### config.mk
export PLATFORM = sky130hd
export DESIGN_NAME = mbp_port
export DESIGN_NICKNAME = d
export VERILOG_FILES = /design/src/common/mbp_pkg.sv /design/src/hw/mbp_sync.sv /design/src/hw/mbp_ius.sv /design/src/hw/mbp_port.sv
export SDC_FILE = /design/constraint.sdc
export NUM_CORES = 1
export LEC_CHECK = 0
export BUFFER_PORTS_ARGS = -buffer_cell sky130_fd_sc_hd__buf_4
export CAP_MARGIN = 20
export CORE_MARGIN = 1
export CORE_UTILIZATION = 42
export CTS_CLUSTER_SIZE = 8
export DETAILED_ROUTE_END_ITERATION = 12
export GPL_TIMING_DRIVEN = 0
export PLACE_DENSITY = 0.73
export SETUP_SLACK_MARGIN = 0.05
export SKIP_CTS_REPAIR_TIMING = 1
export SLEW_MARGIN = 15
export SYNTH_ARGS = -nofsm -noshare
export SYNTH_HDL_FRONTEND = slang
export SYNTH_SLANG_ARGS = --single-unit
### constraint.sdc
create_clock -name core_clk_i -period 2.2 [get_ports core_clk_i]
set_input_delay 0.44 -clock core_clk_i [delete_from_list [all_inputs] [get_ports core_clk_i]]
set_output_delay 0.44 -clock core_clk_i [all_outputs]
set_load 0.05 [all_outputs]
### src/common/mbp_pkg.sv
// shared types and constants for the multiplexed host bus port
package mbp_pkg;

	localparam int          DATA_W    = 8;
	localparam int          SYNC_DEPTH = 2;
	localparam int          MAX_SRC   = 8;
	localparam logic [7:0]  DOUT_RST  = 8'h00;
	localparam logic [7:0]  ADDR_RST  = 8'h00;

	// raw pin levels, sampled together through one synchroniser
	typedef struct packed {
		logic              addr_strobe_n;
		logic              data_strobe_n;
		logic              rd_wr_sel;
		logic              latched_select_n;
		logic              level_select;
		logic              irq_ack_n;
		logic              prio_chain_in;
		logic [DATA_W-1:0] muxed_addr_data;
	} mbp_pins_t;

	localparam mbp_pins_t PINS_RST = '{addr_strobe_n : 1'b1, data_strobe_n : 1'b1,
		rd_wr_sel : 1'b1, latched_select_n : 1'b1, level_select : 1'b0,
		irq_ack_n : 1'b1, prio_chain_in : 1'b0, muxed_addr_data : 8'h00};

	// what was caught on the rising address strobe
	typedef struct packed {
		logic [DATA_W-1:0] addr;
		logic              sel_n;
		logic              ack_n;
	} mbp_capt_t;

	localparam mbp_capt_t CAPT_RST = '{addr : 8'h00, sel_n : 1'b1, ack_n : 1'b1};

	typedef enum logic [2:0] {
		MBP_IDLE,
		MBP_ADDR,
		MBP_RD_FETCH,
		MBP_HOLD
	} mbp_state_t;

endpackage : mbp_pkg

### src/hw/mbp_sync.sv
// two-flop synchroniser for a bundle of asynchronous pin levels
`timescale 1ns/1ps
module mbp_sync #(
	parameter int           W       = 8,
	parameter logic [W-1:0] RST_VAL = '0
) (
	input  wire logic         core_clk_i,
	input  wire logic         arst_n_i,
	input  wire logic [W-1:0] d_i,
	output logic      [W-1:0] q_o
);

	logic [W-1:0] meta_ff;
	logic [W-1:0] sync_ff;

	// meta_ff feeds sync_ff only; nothing else may look at it
	always_ff @(posedge core_clk_i or negedge arst_n_i)
	begin
		if (!arst_n_i)
		begin
			meta_ff <= RST_VAL;
			sync_ff <= RST_VAL;
		end
		else
		begin
			meta_ff <= d_i;
			sync_ff <= meta_ff;
		end
	end

	assign q_o = sync_ff;

endmodule : mbp_sync

### src/hw/mbp_ius.sv
// interrupt-under-service latches, one per source, lowest index wins
`timescale 1ns/1ps
module mbp_ius #(
	parameter int N_SRC = 6
) (
	input  wire logic             core_clk_i,
	input  wire logic             arst_n_i,
	input  wire logic [N_SRC-1:0] pend_i,
	input  wire logic             set_i,
	input  wire logic [N_SRC-1:0] clr_i,
	output logic      [N_SRC-1:0] ius_o
);

	logic [N_SRC-1:0] ius_ff;
	logic [N_SRC-1:0] nxt_ius;

	function automatic logic [N_SRC-1:0] first_one(input logic [N_SRC-1:0] v);
		logic [N_SRC-1:0] r;
		r = '0;
		for (int i = N_SRC - 1; i >= 0; i--)
			if (v[i])
				r = '0 | (N_SRC'(1) << i);
		return r;
	endfunction : first_one

	// a set arriving with a clear of the same bit wins
	always_comb
	begin
		nxt_ius = ius_ff & ~clr_i;
		if (set_i)
			nxt_ius = nxt_ius | first_one(pend_i);
	end

	always_ff @(posedge core_clk_i or negedge arst_n_i)
	begin
		if (!arst_n_i)
			ius_ff <= '0;
		else
			ius_ff <= nxt_ius;
	end

	assign ius_o = ius_ff;
endmodule : mbp_ius

### src/hw/mbp_port.sv
// multiplexed address/data host bus port with interrupt acknowledge
// Behaviour
// - address, latched select and acknowledge level are caught on address strobe rising.
// - reads happen only with level select high; otherwise bus stays undriven.
// - read data drives the bus only while data strobe is low.
// - writes need level select high; host supplies write data on the bus.
// - write data is taken into the addressed register while data strobe is low.
// - acknowledge cycles ignore address, both selects and read/write select.
// - priority chains settle between address strobe rise and data strobe fall.
// - acknowledge is ours only with an interrupt pending and chain input high.
// - an owned acknowledge drives the vector while data strobe is low, if enabled.
// - an owned acknowledge sets the service latch of the acknowledged source.
`timescale 1ns/1ps
module mbp_port #(
	parameter int N_SRC = 6
) (
	input  wire logic                       core_clk_i,
	input  wire logic                       arst_n_i,
	input  wire logic                       addr_strobe_n_i,
	input  wire logic                       data_strobe_n_i,
	input  wire logic                       rd_wr_sel_i,
	input  wire logic                       latched_select_n_i,
	input  wire logic                       level_select_i,
	input  wire logic                       irq_ack_n_i,
	input  wire logic                       prio_chain_in_i,
	input  wire logic [mbp_pkg::DATA_W-1:0] muxed_addr_data_i,
	output logic      [mbp_pkg::DATA_W-1:0] muxed_addr_data_o,
	output logic                            muxed_addr_data_oe_o,
	output logic                            prio_chain_out_o,
	output logic      [mbp_pkg::DATA_W-1:0] reg_addr_o,
	output logic      [mbp_pkg::DATA_W-1:0] reg_wdata_o,
	output logic                            reg_wr_o,
	output logic                            reg_rd_o,
	input  wire logic [mbp_pkg::DATA_W-1:0] reg_rdata_i,
	input  wire logic [N_SRC-1:0]           irq_pend_i,
	input  wire logic                       vec_resp_en_i,
	input  wire logic [mbp_pkg::DATA_W-1:0] vector_i,
	input  wire logic [N_SRC-1:0]           ius_clr_i,
	output logic      [N_SRC-1:0]           ius_o
);

	if (N_SRC < 1 || N_SRC > mbp_pkg::MAX_SRC)
	begin : g_bad_src
		$error("N_SRC out of range");
	end

	mbp_pkg::mbp_pins_t  pins_raw;
	mbp_pkg::mbp_pins_t  pin_s;
	mbp_pkg::mbp_pins_t  pin_q_ff;
	mbp_pkg::mbp_capt_t  capt_ff;
	mbp_pkg::mbp_capt_t  nxt_capt;
	mbp_pkg::mbp_state_t state_ff;
	mbp_pkg::mbp_state_t nxt_state;
	logic [mbp_pkg::DATA_W-1:0] dout_ff;
	logic [mbp_pkg::DATA_W-1:0] nxt_dout;
	logic [mbp_pkg::DATA_W-1:0] wdata_ff;
	logic [mbp_pkg::DATA_W-1:0] nxt_wdata;
	logic                       oe_ff;
	logic                       nxt_oe;
	logic                       rd_cyc_ff;
	logic                       nxt_rd_cyc;
	logic                       wr_ff;
	logic                       nxt_wr;
	logic                       rd_ff;
	logic                       nxt_rd;
	logic                       ieo_ff;
	logic                       nxt_ieo;
	logic                       ius_set;
	logic                       as_rise;
	logic                       ds_fall;
	logic                       ds_rise;
	logic                       acc_ok;
	logic                       ack_own;
	logic                       rd_go;
	logic                       wr_go;
	logic                       ack_phase;

	assign pins_raw = '{addr_strobe_n : addr_strobe_n_i, data_strobe_n : data_strobe_n_i,
		rd_wr_sel : rd_wr_sel_i, latched_select_n : latched_select_n_i,
		level_select : level_select_i, irq_ack_n : irq_ack_n_i,
		prio_chain_in : prio_chain_in_i, muxed_addr_data : muxed_addr_data_i};

	// strobes have no phase relation to core_clk_i, so every pin is synchronised;
	// the two-cycle latency is why the host must leave a recovery gap
	mbp_sync #(
		.W       ($bits(mbp_pkg::mbp_pins_t)),
		.RST_VAL (mbp_pkg::PINS_RST)
	) u_sync (
		.core_clk_i (core_clk_i),
		.arst_n_i   (arst_n_i),
		.d_i        (pins_raw),
		.q_o        (pin_s)
	);

	mbp_ius #(
		.N_SRC (N_SRC)
	) u_ius (
		.core_clk_i (core_clk_i),
		.arst_n_i   (arst_n_i),
		.pend_i     (irq_pend_i),
		.set_i      (ius_set),
		.clr_i      (ius_clr_i),
		.ius_o      (ius_o)
	);

	always_ff @(posedge core_clk_i or negedge arst_n_i)
	begin
		if (!arst_n_i)
			pin_q_ff <= mbp_pkg::PINS_RST;
		else
			pin_q_ff <= pin_s;
	end

	assign as_rise   = !pin_q_ff.addr_strobe_n && pin_s.addr_strobe_n;
	assign ds_fall   = pin_q_ff.data_strobe_n && !pin_s.data_strobe_n;
	assign ds_rise   = !pin_q_ff.data_strobe_n && pin_s.data_strobe_n;
	assign acc_ok    = !capt_ff.sel_n && capt_ff.ack_n;
	assign ack_own   = (irq_pend_i != '0) && pin_s.prio_chain_in;
	assign rd_go     = state_ff == mbp_pkg::MBP_ADDR && ds_fall && acc_ok
		&& pin_s.level_select && pin_s.rd_wr_sel;
	assign wr_go     = state_ff == mbp_pkg::MBP_ADDR && ds_fall && acc_ok
		&& pin_s.level_select && !pin_s.rd_wr_sel;
	assign ack_phase = state_ff != mbp_pkg::MBP_IDLE && !capt_ff.ack_n;

	always_comb
	begin
		nxt_state  = state_ff;
		nxt_capt   = capt_ff;
		nxt_dout   = dout_ff;
		nxt_wdata  = wdata_ff;
		nxt_oe     = oe_ff;
		nxt_rd_cyc = rd_cyc_ff;
		nxt_wr     = 1'b0;
		nxt_rd     = 1'b0;
		ius_set    = 1'b0;
		if (as_rise)
		begin
			nxt_capt  = '{addr : pin_s.muxed_addr_data, sel_n : pin_s.latched_select_n,
				ack_n : pin_s.irq_ack_n};
			nxt_state = mbp_pkg::MBP_ADDR;
			nxt_oe    = 1'b0;
		end
		else
		begin
			unique case (state_ff)
				mbp_pkg::MBP_IDLE:
				begin
					nxt_oe = 1'b0;
				end
				mbp_pkg::MBP_ADDR:
				begin
					nxt_rd_cyc = 1'b0;
					if (ds_fall)
					begin
						nxt_state = mbp_pkg::MBP_HOLD;
						if (!capt_ff.ack_n)
						begin
							// selects and direction play no part here
							if (ack_own)
							begin
								ius_set = 1'b1;
								if (vec_resp_en_i)
								begin
									nxt_dout = vector_i;
									nxt_oe   = 1'b1;
								end
							end
						end
						else if (rd_go)
						begin
							nxt_rd     = 1'b1;
							nxt_rd_cyc = 1'b1;
							nxt_state  = mbp_pkg::MBP_RD_FETCH;
						end
						else if (wr_go)
						begin
							nxt_wr    = 1'b1;
							nxt_wdata = pin_s.muxed_addr_data;
						end
					end
				end
				mbp_pkg::MBP_RD_FETCH:
				begin
					// register file answers in the cycle reg_rd_o is high
					nxt_dout  = reg_rdata_i;
					nxt_oe    = !pin_s.data_strobe_n && pin_s.level_select;
					nxt_state = pin_s.data_strobe_n ? mbp_pkg::MBP_IDLE : mbp_pkg::MBP_HOLD;
				end
				mbp_pkg::MBP_HOLD:
				begin
					if (pin_s.data_strobe_n)
					begin
						nxt_oe    = 1'b0;
						nxt_state = mbp_pkg::MBP_IDLE;
					end
					else if (rd_cyc_ff && !pin_s.level_select)
						nxt_oe = 1'b0;
				end
			endcase
		end
	end

	// chain passes on only when nothing here is in service or being acknowledged
	always_comb
	begin
		nxt_ieo = pin_s.prio_chain_in && (ius_o == '0) && !(ack_phase && irq_pend_i != '0);
	end

	always_ff @(posedge core_clk_i or negedge arst_n_i)
	begin
		if (!arst_n_i)
		begin
			state_ff  <= mbp_pkg::MBP_IDLE;
			capt_ff   <= mbp_pkg::CAPT_RST;
			dout_ff   <= mbp_pkg::DOUT_RST;
			wdata_ff  <= mbp_pkg::DOUT_RST;
			oe_ff     <= 1'b0;
			rd_cyc_ff <= 1'b0;
			wr_ff     <= 1'b0;
			rd_ff     <= 1'b0;
			ieo_ff    <= 1'b0;
		end
		else
		begin
			state_ff  <= nxt_state;
			capt_ff   <= nxt_capt;
			dout_ff   <= nxt_dout;
			wdata_ff  <= nxt_wdata;
			oe_ff     <= nxt_oe;
			rd_cyc_ff <= nxt_rd_cyc;
			wr_ff     <= nxt_wr;
			rd_ff     <= nxt_rd;
			ieo_ff    <= nxt_ieo;
		end
	end

	assign muxed_addr_data_o    = dout_ff;
	assign muxed_addr_data_oe_o = oe_ff;
	assign prio_chain_out_o     = ieo_ff;
	assign reg_addr_o           = capt_ff.addr;
	assign reg_wdata_o          = wdata_ff;
	assign reg_wr_o             = wr_ff;
	assign reg_rd_o             = rd_ff;
endmodule : mbp_port

# --- Word-level counts from Yosys, hierarchy flattened ---
# Cells that the tools add are included.
classes:
  bitwise: 5
  eq_ne: 13
  n_mux: 44
  n_reduce_logical: 33
op_table:
  columns: ["operator", "n"]
  rows:
  - ["$mux 6", 8]
  - ["$mux 8", 4]
  - ["$mux 1", 25]
  - ["$pmux 8 s2", 1]
  - ["$logic_and 1x1->1", 15]
  - ["$ne 3x3->1 const B", 4]
  - ["$reduce_and 6->1", 2]
  - ["$mux 3", 3]
  - ["$pmux 3 s3", 1]
  - ["$ne 2x2->1 const B", 4]
  - ["$logic_not 1->1", 7]
  - ["$and 6x6->6", 1]
  - ["$eq 3x2->1 const B", 2]
  - ["$logic_not 6->1", 1]
  - ["$not 6->6", 1]
  - ["$or 6x6->6", 1]
  - ["$reduce_bool 6->1", 1]
  - ["$reduce_and 5->1", 1]
  - ["$ne 4x3->1 const B", 1]
  - ["$pmux 1 s4", 1]
  - ["$reduce_bool 4->1", 1]
  - ["$eq 3x1->1 const B", 1]
  - ["$logic_not 3->1", 1]
  - ["$ne 3x2->1 const B", 1]
  - ["other kinds (6)", 7]
totals:
  wordCells: 111
  ff_bits: 72

# --- Depth between registers and ports, before layout ---
logic_depth:
  ltp_word: 12
  depth_mapped: 7
  depth_no_buf: 6

# --- Modules after synthesis ---
# From an unflattened synthesis, not the netlist that was laid out.
hier_totals:
  cells_unflattened: 209
  area_unflattened_um2: 2825.2
by_module_without_submodules:
  columns: ["mod", "cells_each", "instances", "area_each_um2", "seq_area_each_um2"]
  rows:
  - ["mbp_port", 154, 1, 1793.0, 880.8]
  - ["mbp_sync", 30, 1, 763.2, 763.2]
  - ["mbp_ius", 25, 1, 269.0, 150.1]

# --- Least setup slack after synthesis ---
# Ideal clock, no wire load.
synth_timing:
  path_kind: "register to register"
  start: "register state_ff[1]"
  end: "register wdata_ff (netlist bit reg_wdata_o[0])"
  t_arrival_ps: 1667
  required_time_ps: 2075
  stages_incl_launch_ff: 8
  setup_slack_ps: 409
  path_cell_list: "dfrtp_1 inv_1 ha_1 nand3b_1 nor3_2 and4b_1 buf_4 mux2_2"
synth_between:
  elab_chain_len: 7
  elab_cells_between_ends: 8
synth_lines:
  columns: ["item", "line_no", "text"]
  rows:
  - ["start, declared", "mbp_port.sv:52", "mbp_pkg::mbp_state_t state_ff;"]
  - ["start signal, assigned", "mbp_port.sv:213", "state_ff <= mbp_pkg::MBP_IDLE;"]
  - ["start signal, assigned", "mbp_port.sv:225", "state_ff <= nxt_state;"]
  - ["$eq 3x1->1 (*)", "mbp_port.sv:119, mbp_port.sv:121, mbp_port.sv:145", null]
  - ["$logic_and 1x1->1 (2 in series)", "mbp_port.sv:119, mbp_port.sv:121", null]
  - ["$logic_and 1x1->1", "mbp_port.sv:120, mbp_port.sv:122", null]
  - ["$logic_and 1x1->1", "mbp_port.sv:120", "&& pin_s.level_select && pin_s.rd_wr_sel;"]
  - ["$not 1->1 (no line)", null, null]
  - ["$reduce_and 6->1 (no line) (*)", null, null]
  - ["end signal, assigned", "mbp_port.sv:216", "wdata_ff <= mbp_pkg::DOUT_RST;"]
  - ["end signal, assigned", "mbp_port.sv:228", "wdata_ff <= nxt_wdata;"]
  - ["end, declared", "mbp_port.sv:56", "logic [mbp_pkg::DATA_W-1:0] wdata_ff;"]
# Every way passes the cells marked *; elsewhere a longest branch is shown, timed or not.
# A chain may end at the register's enable or synchronous reset.

# --- Worst setup path in the final report ---
layout_timing:
  start: "register state_ff[1]"
  end: "register wdata_ff (netlist bit reg_wdata_o[7])"
# Same word-level chain as after synthesis.

==> impl_metrics.ini <==
[clocking]
cts_buffer_depth = 2
numCtsBuffers = 9
clk_pin_slew_ns = 0.07
cts.sink_count = 71
h-tree-depth = 3
clock_latency_ns = 0.33
clockRootBuffer = clkbuf_8
cts_tree = yes

[layout]
multi_input_area_um2 = 808
final_area_um2 = 3640
nets = 347
fillers = 538
regArea_um2 = 1790
final_common_cell = buf_4
syn_to_final_growth_pct = 32.9
drive_above_1_share_pct = 47.4
n_antenna_cell = 0
fin_cells = 379
layout_common_cells = buf_4, dfrtp_1, nand2_1

[route]
drtIter0Drc = 116
via_per_inst = 4.73
drtPass1Iterations = 4
num_vias = 1792
routed_wl_mm = 5.09
post-route-drc-count = 0
routedWlPerCell_um = 13.4
drtAntennaViolNets = 0

[placement]
port-buffer-count = 79
hpwl_mm = 3.56
place_area_um2 = 3430
post-place-cells = 363
gp_congestion = 0.766

[logic_synthesis]
synth_area_um2 = 2740
synth_seq_cells = 71
avgSynthCellArea_um2 = 13.2
ys_types = 36
syn_inst = 207
yosys_warnings = 0
syn-num-nets = 257
yosysSeqAreaShare_pct = 65.4

[floorplanning]
num_rows = 29
die_w_um = 82.8
die-area_um2 = 6850
core_area_um2 = 6310
die_h_um = 82.8
initial_core_util_pct = 43.4
io_pins = 80

[power]
p_int_uw = 2720
ir_drop_mv = 0.487
p_sw_uw = 1360
leakage_uw = 0.00181
p_total_uw = 4090
pwr-share-clk_pct = 27.0
combPwrFrac_pct = 33.8
seqPwrFrac_pct = 39.1
powerDensity_nw_per_um2 = 1120
swShare_pct = 33.4

[timing]
fin_skew_ns = 0.00667
rsz0062_at_grt = no
max-slew-margin-rel_pct = 42.7
fmax_ghz = 0.494
hold_viol_final = 0
worst_pin_slew_ns = 0.859
finalMaxSlewViolations = 0
min_period_ns = 2.03
period_share_pct = 92.1
tns_ns = 0
finalSetupViolations = 0

[grt]
overflow = 0
grt_pass1_wl_mm = 8.13
grtUsageTotal_pct = 16.3
antenna_found_initial = 0
grt_max_degree = 72
grt_pass1_vias = 1733

[worst_setup_path]
crit_arrival_ns = 2.25
cp-startpoint = state_ff[1]
end_kind = flop
r2r_start = state_ff[1]
setup.worst_path.class = reg2reg
required_ns = 2.42
setup.worst_path.start_class = flop
crit_fanout = 9

[status]
status = finished, final reports clean

[job]
drv_cap = 0

[worst_hold_path]
hp-class = in2async
-- path summary, 6_finish.rpt --
check,endpoint,slack (ns),cells past startpoint
setup / recovery,reg_wdata_o[7],0.17,7
hold reg to reg,u_sync.q_o[8],0.35,0
min in group core_clk_i,u_sync.meta_ff[5],0.21,1
hold / removal,reg_wr_o,0.21,1
setup reg to reg,reg_wdata_o[7],0.17,7
max in group asynchronous,muxed_addr_data_o[3],1.42,1
-- registers in the layout, indices dropped and copies added (netlist names), 2 cells and up --
signal and cells:
reg_wdata_o 8, state_ff 2, u_sync.q_o 15, u_ius.ius_o 6, u_sync.meta_ff 15, reg_addr_o 8, capt_ff 2, pin_q_ff 2
muxed_addr_data_o 8
-- cell usage after synthesis --
cell	n	share of area, %
nand4_1	2	0.46
o32ai_1	1	0.32
nor4b_1	1	0.32
a211oi_1	2	0.55
dfrtp_1	57	52
and3_1	1	0.23
nor2b_1	1	0.23
nor4_4	1	0.78
inv_1	13	1.8
dfstp_2	14	13
o21ai_0	3	0.55
buf_4	9	2.5
nand3_1	1	0.18
a21oi_1	3	0.55
nand3b_1	5	1.4
nand4b_1	1	0.32
nor4_1	1	0.23
and4b_1	1	0.37
mux2_2	16	6.6
nor2_1	3	0.41
a31oi_1	1	0.23
mux2_4	8	4.4
o211a_1	1	0.37
nor3_2	1	0.37
buf_6	1	0.41
nand2_1	37	5.1
o22ai_1	5	1.1
mux2i_1	1	0.37
a311oi_1	1	0.32
a211o_1	1	0.32
clkbuf_1	3	0.41
nand2b_1	4	0.91
nor3b_1	1	0.27
o21bai_1	1	0.27
or3_1	1	0.23
ha_1	4	1.8
-- through the flow --
step,hold WS [ns],setup WS [ns],util (%)
global placement,0.332,0.207,54.3
detailed placement,0.335,0.132,54.3
global route,0.181,0.0578,57.7
CTS,0.190,0.136,57.7
finish,0.208,0.174,57.7
floorplan,0.144,0.409,-
-- layer usage --
layer,part of all wire (%),vias up,track usage [%]
li1,-,871,-
met1,44,855,20.9
met2,49,59,25.4
met3,5.0,7,3.61
met4,1.5,0,9.14
met5,0,-,0
-- power groups by stage --
| stage | clock [uW] | sequential [uW] | combinational [uW] |
|---|---|---|---|
| finish | 1110 | 1600 | 1380 |
| global route | 1200 | 1630 | 1480 |
| CTS | 1130 | 1600 | 1400 |
| detailed placement | 0 | 1620 | 1390 |
| global placement | 0 | 1620 | 1370 |
| floorplan | 0 | 1960 | 650 |
-- cells by family after synthesis --
group	after synthesis	synth area share (%)
muxes	25	11.3
AOI/OAI and AO/OA	19	4.61
adders and majority gates	4	1.83
buffers and inverters	26	5.07
and+or+nand+nor	62	11.7
DFF	71	65.4
-- worst max-delay path, stage by stage, from the launching register on --
cell and delay (ns):
dfrtp_1 0.44, inv_1 0.12, ha_1 0.23, nand3b_1 0.17
nor3_2 0.20, and4b_1 0.22, buf_4 0.18, mux2_2 0.35
-- final cells by class --
type                       count  share of cell area (%)
buffer                        13                    2.47
clock inverter                 5                    2.23
clock buffer                  11                    3.61
multi-input combinational    110                    22.2
inverter                      13                    1.34
tap                           77                    2.64
timing repair buffer          79                    16.3
sequential                    71                    49.2
Note: power is estimated with default switching activity, not from simulation.
